**config.mk**
```make
export PLATFORM = sky130hd
export DESIGN_NAME = watchdog_reset_timer
export DESIGN_NICKNAME = d
export VERILOG_FILES = /design/src/rtl/watchdog_pkg.sv /design/src/rtl/watchdog_reset_timer.sv
export SDC_FILE = /design/constraint.sdc
export NUM_CORES = 1
export LEC_CHECK = 0
export ABC_CLOCK_PERIOD_IN_PS = 2600
export BUFFER_PORTS_ARGS = -buffer_cell sky130_fd_sc_hd__buf_4
export CELL_PAD_IN_SITES_DETAIL_PLACEMENT = 1
export CELL_PAD_IN_SITES_GLOBAL_PLACEMENT = 1
export CORE_MARGIN = 2
export CORE_UTILIZATION = 35
export DETAILED_ROUTE_END_ITERATION = 8
export PLACE_DENSITY_LB_ADDON = 0.1
export SYNTH_ARGS = -nofsm -noshare
export SYNTH_HDL_FRONTEND = slang
export SYNTH_SLANG_ARGS = --single-unit
```
**constraint.sdc**
```tcl
create_clock -name aclk -period 2.6 [get_ports aclk]
set_clock_uncertainty 0.05 [all_clocks]
set_input_delay 0.39 -clock aclk [delete_from_list [all_inputs] [get_ports aclk]]
set_output_delay 0.39 -clock aclk [all_outputs]
set_load 0.1 [all_outputs]
```
**src/rtl/watchdog_pkg.sv**
```systemverilog
// Package with register map, field layout and timing constants of the watchdog
package watchdog_pkg;
  // Register byte addresses (printed offsets are not all word aligned)
  localparam logic [7:0] CTRL_INDEX = 8'h24;
  localparam logic [7:0] STAT_INDEX = 8'h25;
  localparam logic [11:0] CTRL_ADDR = {2'h0, CTRL_INDEX, 2'h0};
  localparam logic [11:0] STAT_ADDR = {2'h0, STAT_INDEX, 2'h0};
  // Field layout and reset values
  localparam int ACT_BIT = 7;
  localparam int TOP_BIT = 6;
  localparam int FLAG_BIT = 0;
  localparam logic [7:0] CTRL_RESET = 8'h7f;
  localparam logic [6:0] COUNT_RESET = 7'h7f;
  // Timing
  localparam int STEP_CYCLES = 49152;
  localparam int CLK_PERIOD_NS = 100;
  localparam int RESET_PULSE_NS = 500;
  localparam int RESET_PULSE_CYCLES = (RESET_PULSE_NS + CLK_PERIOD_NS - 1) / CLK_PERIOD_NS;
  // AXI responses
  localparam logic [1:0] RESP_OKAY = 2'h0;
  localparam logic [1:0] RESP_SLVERR = 2'h2;
  typedef struct packed {
    logic act;
    logic [6:0] count;
  } ctrl_t;
endpackage

```
**src/rtl/watchdog_reset_timer.sv**
```systemverilog
// Watchdog countdown with AXI4-Lite register access and reset pulse output
//
// The AXI4-Lite slave port was left to the implementer.
`timescale 1ns/1ps
module watchdog_reset_timer import watchdog_pkg::*; #(
  parameter int STEP_LEN = STEP_CYCLES,
  parameter int PULSE_LEN = RESET_PULSE_CYCLES
) (
  // Clock and system reset
  input wire logic aclk,
  input wire logic aresetn,
  // Power on/off reset, active low, clears the flag
  input wire logic por_n,
  // Core status
  input wire logic halt_exec,
  input wire logic wait_mode,
  // Reset request to the reset block, active low
  output logic wdg_reset_n,
  // AXI4-Lite write address
  input wire logic [11:0] s_axi_awaddr,
  input wire logic s_axi_awvalid,
  output logic s_axi_awready,
  // AXI4-Lite write data
  input wire logic [31:0] s_axi_wdata,
  input wire logic [3:0] s_axi_wstrb,
  input wire logic s_axi_wvalid,
  output logic s_axi_wready,
  // AXI4-Lite write response
  output logic [1:0] s_axi_bresp,
  output logic s_axi_bvalid,
  input wire logic s_axi_bready,
  // AXI4-Lite read address
  input wire logic [11:0] s_axi_araddr,
  input wire logic s_axi_arvalid,
  output logic s_axi_arready,
  // AXI4-Lite read data
  output logic [31:0] s_axi_rdata,
  output logic [1:0] s_axi_rresp,
  output logic s_axi_rvalid,
  input wire logic s_axi_rready
);
  ctrl_t ctrl_q;
  logic flag_q;
  logic [15:0] pre_q;
  logic [3:0] pulse_q;
  logic aw_held_q, w_held_q;
  logic [11:0] awaddr_q;
  logic [31:0] wdata_q;
  logic [3:0] wstrb_q;
  logic wr_fire, ctrl_wr, stat_wr, step, trig;
  logic [6:0] count_next;
  logic [11:0] wa;
  logic [31:0] wd;
  logic [3:0] ws;

  // Address and data may come in either order
  assign s_axi_awready = !aw_held_q && !s_axi_bvalid;
  assign s_axi_wready = !w_held_q && !s_axi_bvalid;
  assign wa = aw_held_q ? awaddr_q : s_axi_awaddr;
  assign wd = w_held_q ? wdata_q : s_axi_wdata;
  assign ws = w_held_q ? wstrb_q : s_axi_wstrb;
  assign wr_fire = (aw_held_q || (s_axi_awvalid && s_axi_awready)) &&
                   (w_held_q || (s_axi_wvalid && s_axi_wready));
  assign ctrl_wr = wr_fire && wa == CTRL_ADDR && ws[0];
  assign stat_wr = wr_fire && wa == STAT_ADDR && ws[0];

  // Hold whichever half of the write arrives first
  always_ff @(posedge aclk) begin
    if (!aresetn) begin
      aw_held_q <= 1'b0;
      w_held_q <= 1'b0;
      awaddr_q <= 12'h000;
      wdata_q <= 32'h0000_0000;
      wstrb_q <= 4'h0;
    end else if (wr_fire) begin
      aw_held_q <= 1'b0;
      w_held_q <= 1'b0;
    end else begin
      if (s_axi_awvalid && s_axi_awready) begin
        aw_held_q <= 1'b1;
        awaddr_q <= s_axi_awaddr;
      end
      if (s_axi_wvalid && s_axi_wready) begin
        w_held_q <= 1'b1;
        wdata_q <= s_axi_wdata;
        wstrb_q <= s_axi_wstrb;
      end
    end
  end

  // Write response, error for unmapped addresses
  always_ff @(posedge aclk) begin
    if (!aresetn) begin
      s_axi_bvalid <= 1'b0;
      s_axi_bresp <= RESP_OKAY;
    end else if (wr_fire) begin
      s_axi_bvalid <= 1'b1;
      s_axi_bresp <= (wa == CTRL_ADDR || wa == STAT_ADDR) ? RESP_OKAY : RESP_SLVERR;
    end else if (s_axi_bready) begin
      s_axi_bvalid <= 1'b0;
    end
  end

  // Read channel, one cycle latency; status bits 7..1 read zero
  assign s_axi_arready = !s_axi_rvalid;
  always_ff @(posedge aclk) begin
    if (!aresetn) begin
      s_axi_rvalid <= 1'b0;
      s_axi_rdata <= 32'h0000_0000;
      s_axi_rresp <= RESP_OKAY;
    end else if (s_axi_arvalid && s_axi_arready) begin
      s_axi_rvalid <= 1'b1;
      s_axi_rresp <= RESP_OKAY;
      if (s_axi_araddr == CTRL_ADDR) begin
        s_axi_rdata <= {24'h000000, ctrl_q};
      end else if (s_axi_araddr == STAT_ADDR) begin
        s_axi_rdata <= {31'h0, flag_q};
      end else begin
        s_axi_rdata <= 32'h0000_0000;
        s_axi_rresp <= RESP_SLVERR;
      end
    end else if (s_axi_rready) begin
      s_axi_rvalid <= 1'b0;
    end
  end

  // Free-running machine-cycle prescaler, never restarted by writes; wait mode ignored
  assign step = pre_q == 16'(STEP_LEN - 1);
  always_ff @(posedge aclk) begin
    if (!aresetn) begin
      pre_q <= 16'h0000;
    end else if (step) begin
      pre_q <= 16'h0000;
    end else begin
      pre_q <= pre_q + 16'h0001;
    end
  end

  // Countdown and activation; act is sticky until reset
  assign count_next = ctrl_q.count - 7'h01;
  always_ff @(posedge aclk) begin
    if (!aresetn) begin
      ctrl_q <= CTRL_RESET;
    end else begin
      if (ctrl_wr) begin
        ctrl_q.count <= wd[TOP_BIT:0];
      end else if (step) begin
        ctrl_q.count <= count_next;
      end
      if (ctrl_wr && wd[ACT_BIT]) begin
        ctrl_q.act <= 1'b1;
      end
    end
  end

  // Reset triggers: rollover 40h->3Fh, software reset, halt while armed
  assign trig = (ctrl_q.act && step && !ctrl_wr && ctrl_q.count == 7'h40) ||
                (ctrl_wr && (ctrl_q.act || wd[ACT_BIT]) && !wd[TOP_BIT]) ||
                (ctrl_q.act && halt_exec);

  // Pulse stretcher; the reset it drives returns here as aresetn
  always_ff @(posedge aclk) begin
    if (!aresetn) begin
      pulse_q <= 4'h0;
    end else if (trig) begin
      pulse_q <= 4'(PULSE_LEN);
    end else if (pulse_q != 4'h0) begin
      pulse_q <= pulse_q - 4'h1;
    end
  end
  assign wdg_reset_n = (pulse_q == 4'h0);

  // Flag survives system reset; cleared only by power reset or software; set wins
  always_ff @(posedge aclk) begin
    if (!por_n) begin
      flag_q <= 1'b0;
    end else if (trig) begin
      flag_q <= 1'b1;
    end else if (stat_wr && !wd[FLAG_BIT]) begin
      flag_q <= 1'b0;
    end
  end
endmodule

```
# After elaboration in Yosys (flattened, before gate mapping)
# Index checks and enable logic that the tools add are counted.
dict set report word_totals {
  regBits 90
  inputBits 70
  word_cells 88
}
dict set report classes {
  n_addsub 3
  mux 18
  n_bitwise 2
  reduce_logical 43
  eq_ne 6
}
# cell count
set ops {}
lappend ops {{$eq A12 B8 Y1 const B} 4}
lappend ops {{$logic_and A1 B1 Y1} 18}
lappend ops {{$add A16 B1 Y16 const B} 1}
lappend ops {{$eq A16 B16 Y1 const B} 1}
lappend ops {{$mux W8} 2}
lappend ops {{$mux W7} 2}
lappend ops {{$mux W12} 1}
lappend ops {{$reduce_bool A2 Y1} 5}
lappend ops {{$mux W1} 8}
lappend ops {{$eq A7 B7 Y1 const B} 1}
lappend ops {{$logic_not A1 Y1} 7}
lappend ops {{$sub A7 B1 Y7 const B} 1}
lappend ops {{$logic_or A1 B1 Y1} 6}
lappend ops {{$mux W2} 3}
lappend ops {{$mux W3} 2}
lappend ops {{$reduce_or A2 Y1} 3}
lappend ops {{$logic_not A4 Y1} 1}
lappend ops {{$reduce_and A2 Y1} 2}
lappend ops {{$reduce_bool A4 Y1} 1}
lappend ops {{$sub A4 B1 Y4 const B} 1}
lappend ops {{$not A1 Y1} 2}

# Longest topological paths before layout
dict set report logic_depth {
  word_depth 13
  ltp_mapped 8
  ltp_nobuf 6
}

# Worst setup path after synthesis
# No wires, ideal clock.
dict set report synth_path {
  path_type {reg2reg}
  startpoint {register pulse_q[0]}
  endpoint {register pulse_q[1]}
  path_slack_ns -0.923
  stages_incl_launch_ff 6
  setup_ns 0.116
  arrival_ns 3.356
  period_less_slack_ns 3.523
  required_time_ns 2.434
  n_path_buf 0
  cell_sequence {dfxtp_1 -> inv_1 -> ha_1 -> nor3b_1 -> o21ai_0 -> o211a_1}
}
dict set report synth_between {
  elab_chain_len 1
}
# item line
set synth_lines {}
lappend synth_lines {{start, declared} watchdog_reset_timer.sv:45} ;# logic [3:0] pulse_q;
lappend synth_lines {{start signal, assigned} watchdog_reset_timer.sv:166} ;# pulse_q <= 4'(PULSE_LEN);
lappend synth_lines {{start signal, assigned} watchdog_reset_timer.sv:168} ;# pulse_q <= pulse_q - 4'h1;
lappend synth_lines {{$sub A4 B1 Y4 or $reduce_bool A4 Y1 (tied branches)} {watchdog_reset_timer.sv:168, watchdog_reset_timer.sv:167}}
# Parallel ways exist; a longest one is shown, timed or not.
# A chain may end at the register's enable or synchronous reset.

# Final worst setup path
dict set report layout_path {
  startpoint {register aw_held_q}
  endpoint {register ctrl_q[6] (netlist name)}
}
dict set report layout_between {
  elab_chain_len 8
}
# item line
set layout_lines {}
lappend layout_lines {{start, declared} watchdog_reset_timer.sv:46} ;# logic aw_held_q, w_held_q;
lappend layout_lines {{start signal, assigned} watchdog_reset_timer.sv:70} ;# aw_held_q <= 1'b0;
lappend layout_lines {{start signal, assigned} watchdog_reset_timer.sv:76} ;# aw_held_q <= 1'b0;
lappend layout_lines {{start signal, assigned} watchdog_reset_timer.sv:80} ;# aw_held_q <= 1'b1;
lappend layout_lines {{parallel branches: the longest is 5 deep, another holds $mux W12} -}
lappend layout_lines {{$logic_and A1 B1 Y1 (*) (2 in a row)} watchdog_reset_timer.sv:64} ;# assign ctrl_wr = wr_fire && wa == CTRL_ADDR && ws[0];
lappend layout_lines {{$mux W7 or $reduce_bool A2 Y1 (tied branches)} -}
lappend layout_lines {{end, declared} watchdog_reset_timer.sv:42} ;# ctrl_t ctrl_q;
# Every way passes the cells marked *.

==> flow_summary.yaml <==
yosys:
  syn_area_per_cell_sq_um: 9.30
  synth_ff_type: "dfxtp_1"
  ys_seq_elements: 64
  ys_seq_area_share_pct: 40.9
  ys_top_cells_by_area: "dfxtp_1, mux2i_1, buf_4"
  synth_top_area_share_pct: 40.9
  synth_most_common_cell: "dfxtp_1"
  yosys.area.top_type: "dfxtp_1"
  synth_cells: 337
  ys_types: 50
  synthesis.area_sq_um: 3130
  synth_edf_count: 0
  synth_warnings: 0
  synth_common_cells: "dfxtp_1, mux2i_1, nor2b_1"
  synthArstFlopShare_pct: 0
layout:
  layout-area-overhead-vs-synth_pct: 21.8
  multiInputGateArea_sq_um: 1660
  antennaDiodeCount: 0
  final_nets: 471
  seqCellArea_sq_um: 1280
  utilization_pct: 43.8
  drive_above_1_share_pct: 21.6
  nFillCells: 1038
power:
  p_comb_share_pct: 26.5
  clkPwrFrac_pct: 34.5
  power.total_mw: 2.75
  seq_power_share_pct: 38.9
  p_sw_mw: 0.941
  p_int_mw: 1.81
  p_leak_nw: 1.72
  vdd_drop_max_uv: 370
  power_density_nw_per_um2: 721
  swShare_pct: 34.2
sta:
  setup_violations: 0
  period_needed_ps: 2430
  final.period_utilization_pct: 93.6
  hold_viol_final: 0
  slew_headroom_pct: 58.7
  rsz0062_at_grt: "false"
  drv_slew: 0
  worst_pin_slew_ps: 618
  setup_tns_ps: 0
  fmax_mhz: 411
global_routing:
  grt-busiest-layer: "met2"
  met1_usage_pct: 20.1
  grt_pass1_wl_microns: 12000
  grt_usage_pct: 15.2
  grt-ovfl-total: 0
  grt_pass1_vias: 2471
  met2_usage_pct: 23.9
  grt_max_degree: 49
  use_met3_pct: 4.89
  antenna_found_initial: 0
floorplanning:
  rows: 34
  die_height_microns: 98.6
  die_x_microns: 98.6
  core_sq_um: 8720
  start_util_pct: 35.9
  io_pins: 112
  dieArea_sq_um: 9720
critical_path:
  crit_slowest_cell: "or4_1"
  cp_num_buf_inv: 1
  crit_type: "reg2reg"
  crit_arrival_ps: 2660
  r2r.worst_path.cells: 6
  cp-start-kind: "flip-flop"
  r2r_start: "aw_held_q"
  path_depth: 6
  r2r_end: "ctrl_q[6]"
  worstPathRequired_ps: 2820
  critical-path-max-stage-delay_ps: 700
  crit_family: "simple AND/OR/NAND/NOR gates"
  crit_fanout: 8
  end_kind: "flip-flop"
  r2r_slack_ps: 170
  crit_path_frequent_cell: "or4_1"
  path_cells: "buf_4 -> or4_1 -> o22a_1 -> or4_1 -> nand2_2 -> a2bb2oi_1"
detailed_routing:
  drt_iter0_markers: 85
  antenna_left: 0
  drtPass1Iterations: 4
  wire_per_inst_microns: 13.8
  vias: 2476
  avgViaCountPerCell: 4.85
  drc: 0
  wl_microns: 7040
clock_tree:
  cts_tree: "done"
  cts_resized: 0
  cts_htree_levels: 3
  postCtsSetupBuffers: 0
  clock_sinks: 64
  cts_hold_buf: 0
  cts-root-buf: "clkbuf_8"
  worst_skew_pair.late_latency_ps: 340
  cts_buffers: 9
  path_clk_slew_ps: 70
  cts_buffer_depth: 2
place:
  place.detailed.hpwl_microns: 5290
  gp_congestion: 0.707
  port_buffers: 57
flow_run:
  max_cap_violations: 0
min_path:
  holdPathEnd: "s_axi_rvalid"
  hold_class: "in2reg"
  min_path_cells: 2
  hp-start: "s_axi_arvalid"
outcome:
  status: "finished, final reports clean"
[flip-flops by register name, summed over array words and instances (netlist names)]
name,count
wstrb_q,1
wdata_q,8
aw_held_q,1
s_axi_bresp,1
awaddr_q,12
pulse_q,4
s_axi_rvalid,1
w_held_q,1
flag_q,1
ctrl_q,8
pre_q,16
s_axi_bvalid,1
s_axi_rresp,1
s_axi_rdata,8
[layout make-up]
| type | count | area share [%] |
|---|---|---|
| flip-flops and latches | 64 | 33.6 |
| clock buffers | 11 | 3.70 |
| repair buffers | 64 | 12.6 |
| multi-input cells | 249 | 43.5 |
| clock inverters | 5 | 2.10 |
| inverters | 10 | 0.984 |
| well taps | 108 | 3.54 |
[worst max-delay path by stage]
| stage | from | to | slack (ps) |
|---|---|---|---|
| CTS | aw_held_q | ctrl_q[6] | 140 |
| finish | aw_held_q | ctrl_q[6] | 170 |
| global placement | s_axi_awaddr[0] | pulse_q[0] | 110 |
| global route | aw_held_q | ctrl_q[6] | 50 |
| detailed placement | s_axi_awaddr[0] | ctrl_q[6] | 100 |
| floorplan | s_axi_bvalid | s_axi_awready | 60 |
[power by group through the flow]
stage / Clock (mW) / Sequential [mW] / Combinational [mW]
floorplan: 0 / 1.13 / 0.577
global placement: 0 / 1.09 / 0.729
detailed placement: 0 / 1.10 / 0.735
CTS: 0.988 / 1.07 / 0.737
global route: 1.03 / 1.08 / 0.782
finish: 0.950 / 1.07 / 0.730
[cell usage in the layout, fill, tap and decap left out, types with 3 or more instances in the layout]
cell type	Yosys	routed
dfxtp_1	64	64
xor2_1	10	10
mux2i_1	32	32
nand2_1	20	20
a22oi_1	8	8
clkbuf_8	0	10
a21oi_1	4	4
nand4_1	4	4
and4_1	5	5
conb_1	1	26
o22a_1	5	5
o21ai_0	6	6
ha_1	3	3
xnor2_1	10	10
buf_4	26	64
inv_1	10	10
nor2_1	29	29
mux2_2	3	3
nor3_1	5	5
o211a_1	4	4
nand3_1	7	7
nor2b_1	30	30
nor4_1	3	3
and3_1	5	5
nor4bb_1	3	3
[routing by layer]
metal,wire (microns),vias to the layer above
li1,-,1241
met1,3420,1161
met2,3120,63
met3,411,11
met4,87,0
met5,0,-
[worst reg2reg max path, cell delays in order (launching register included)]
cell and delay (ps):
dfxtp_1 320, buf_4 150, or4_1 510, o22a_1 260, or4_1 700, nand2_2 200
a2bb2oi_1 180
[through the flow]
stage | area (sq um) | setup slack [ps] | cells | hold slack, ps
after floorplan | 3230 | 55.5 | 362 | 376
after global placement | 3590 | 112 | 495 | 395
after detailed placement | 3590 | 97.7 | 495 | 416
after CTS | 3820 | 139 | 511 | 229
after global routing | 3820 | 54.3 | 511 | 228
final | 3820 | 165 | 511 | 239
[logic make-up after synthesis]
logic type / after synthesis / synth area share, %
DFF: 64 / 40.9
xor gates and xnor gates: 20 / 5.59
buffers and inverters: 49 / 9.27
and+or+nand+nor: 129 / 23.0
other: 1 / 0.120
muxes: 35 / 11.3
adders and majority gates: 3 / 1.20
AOI/OAI and AO/OA: 36 / 8.67
Power figures use the tool's default switching activity.
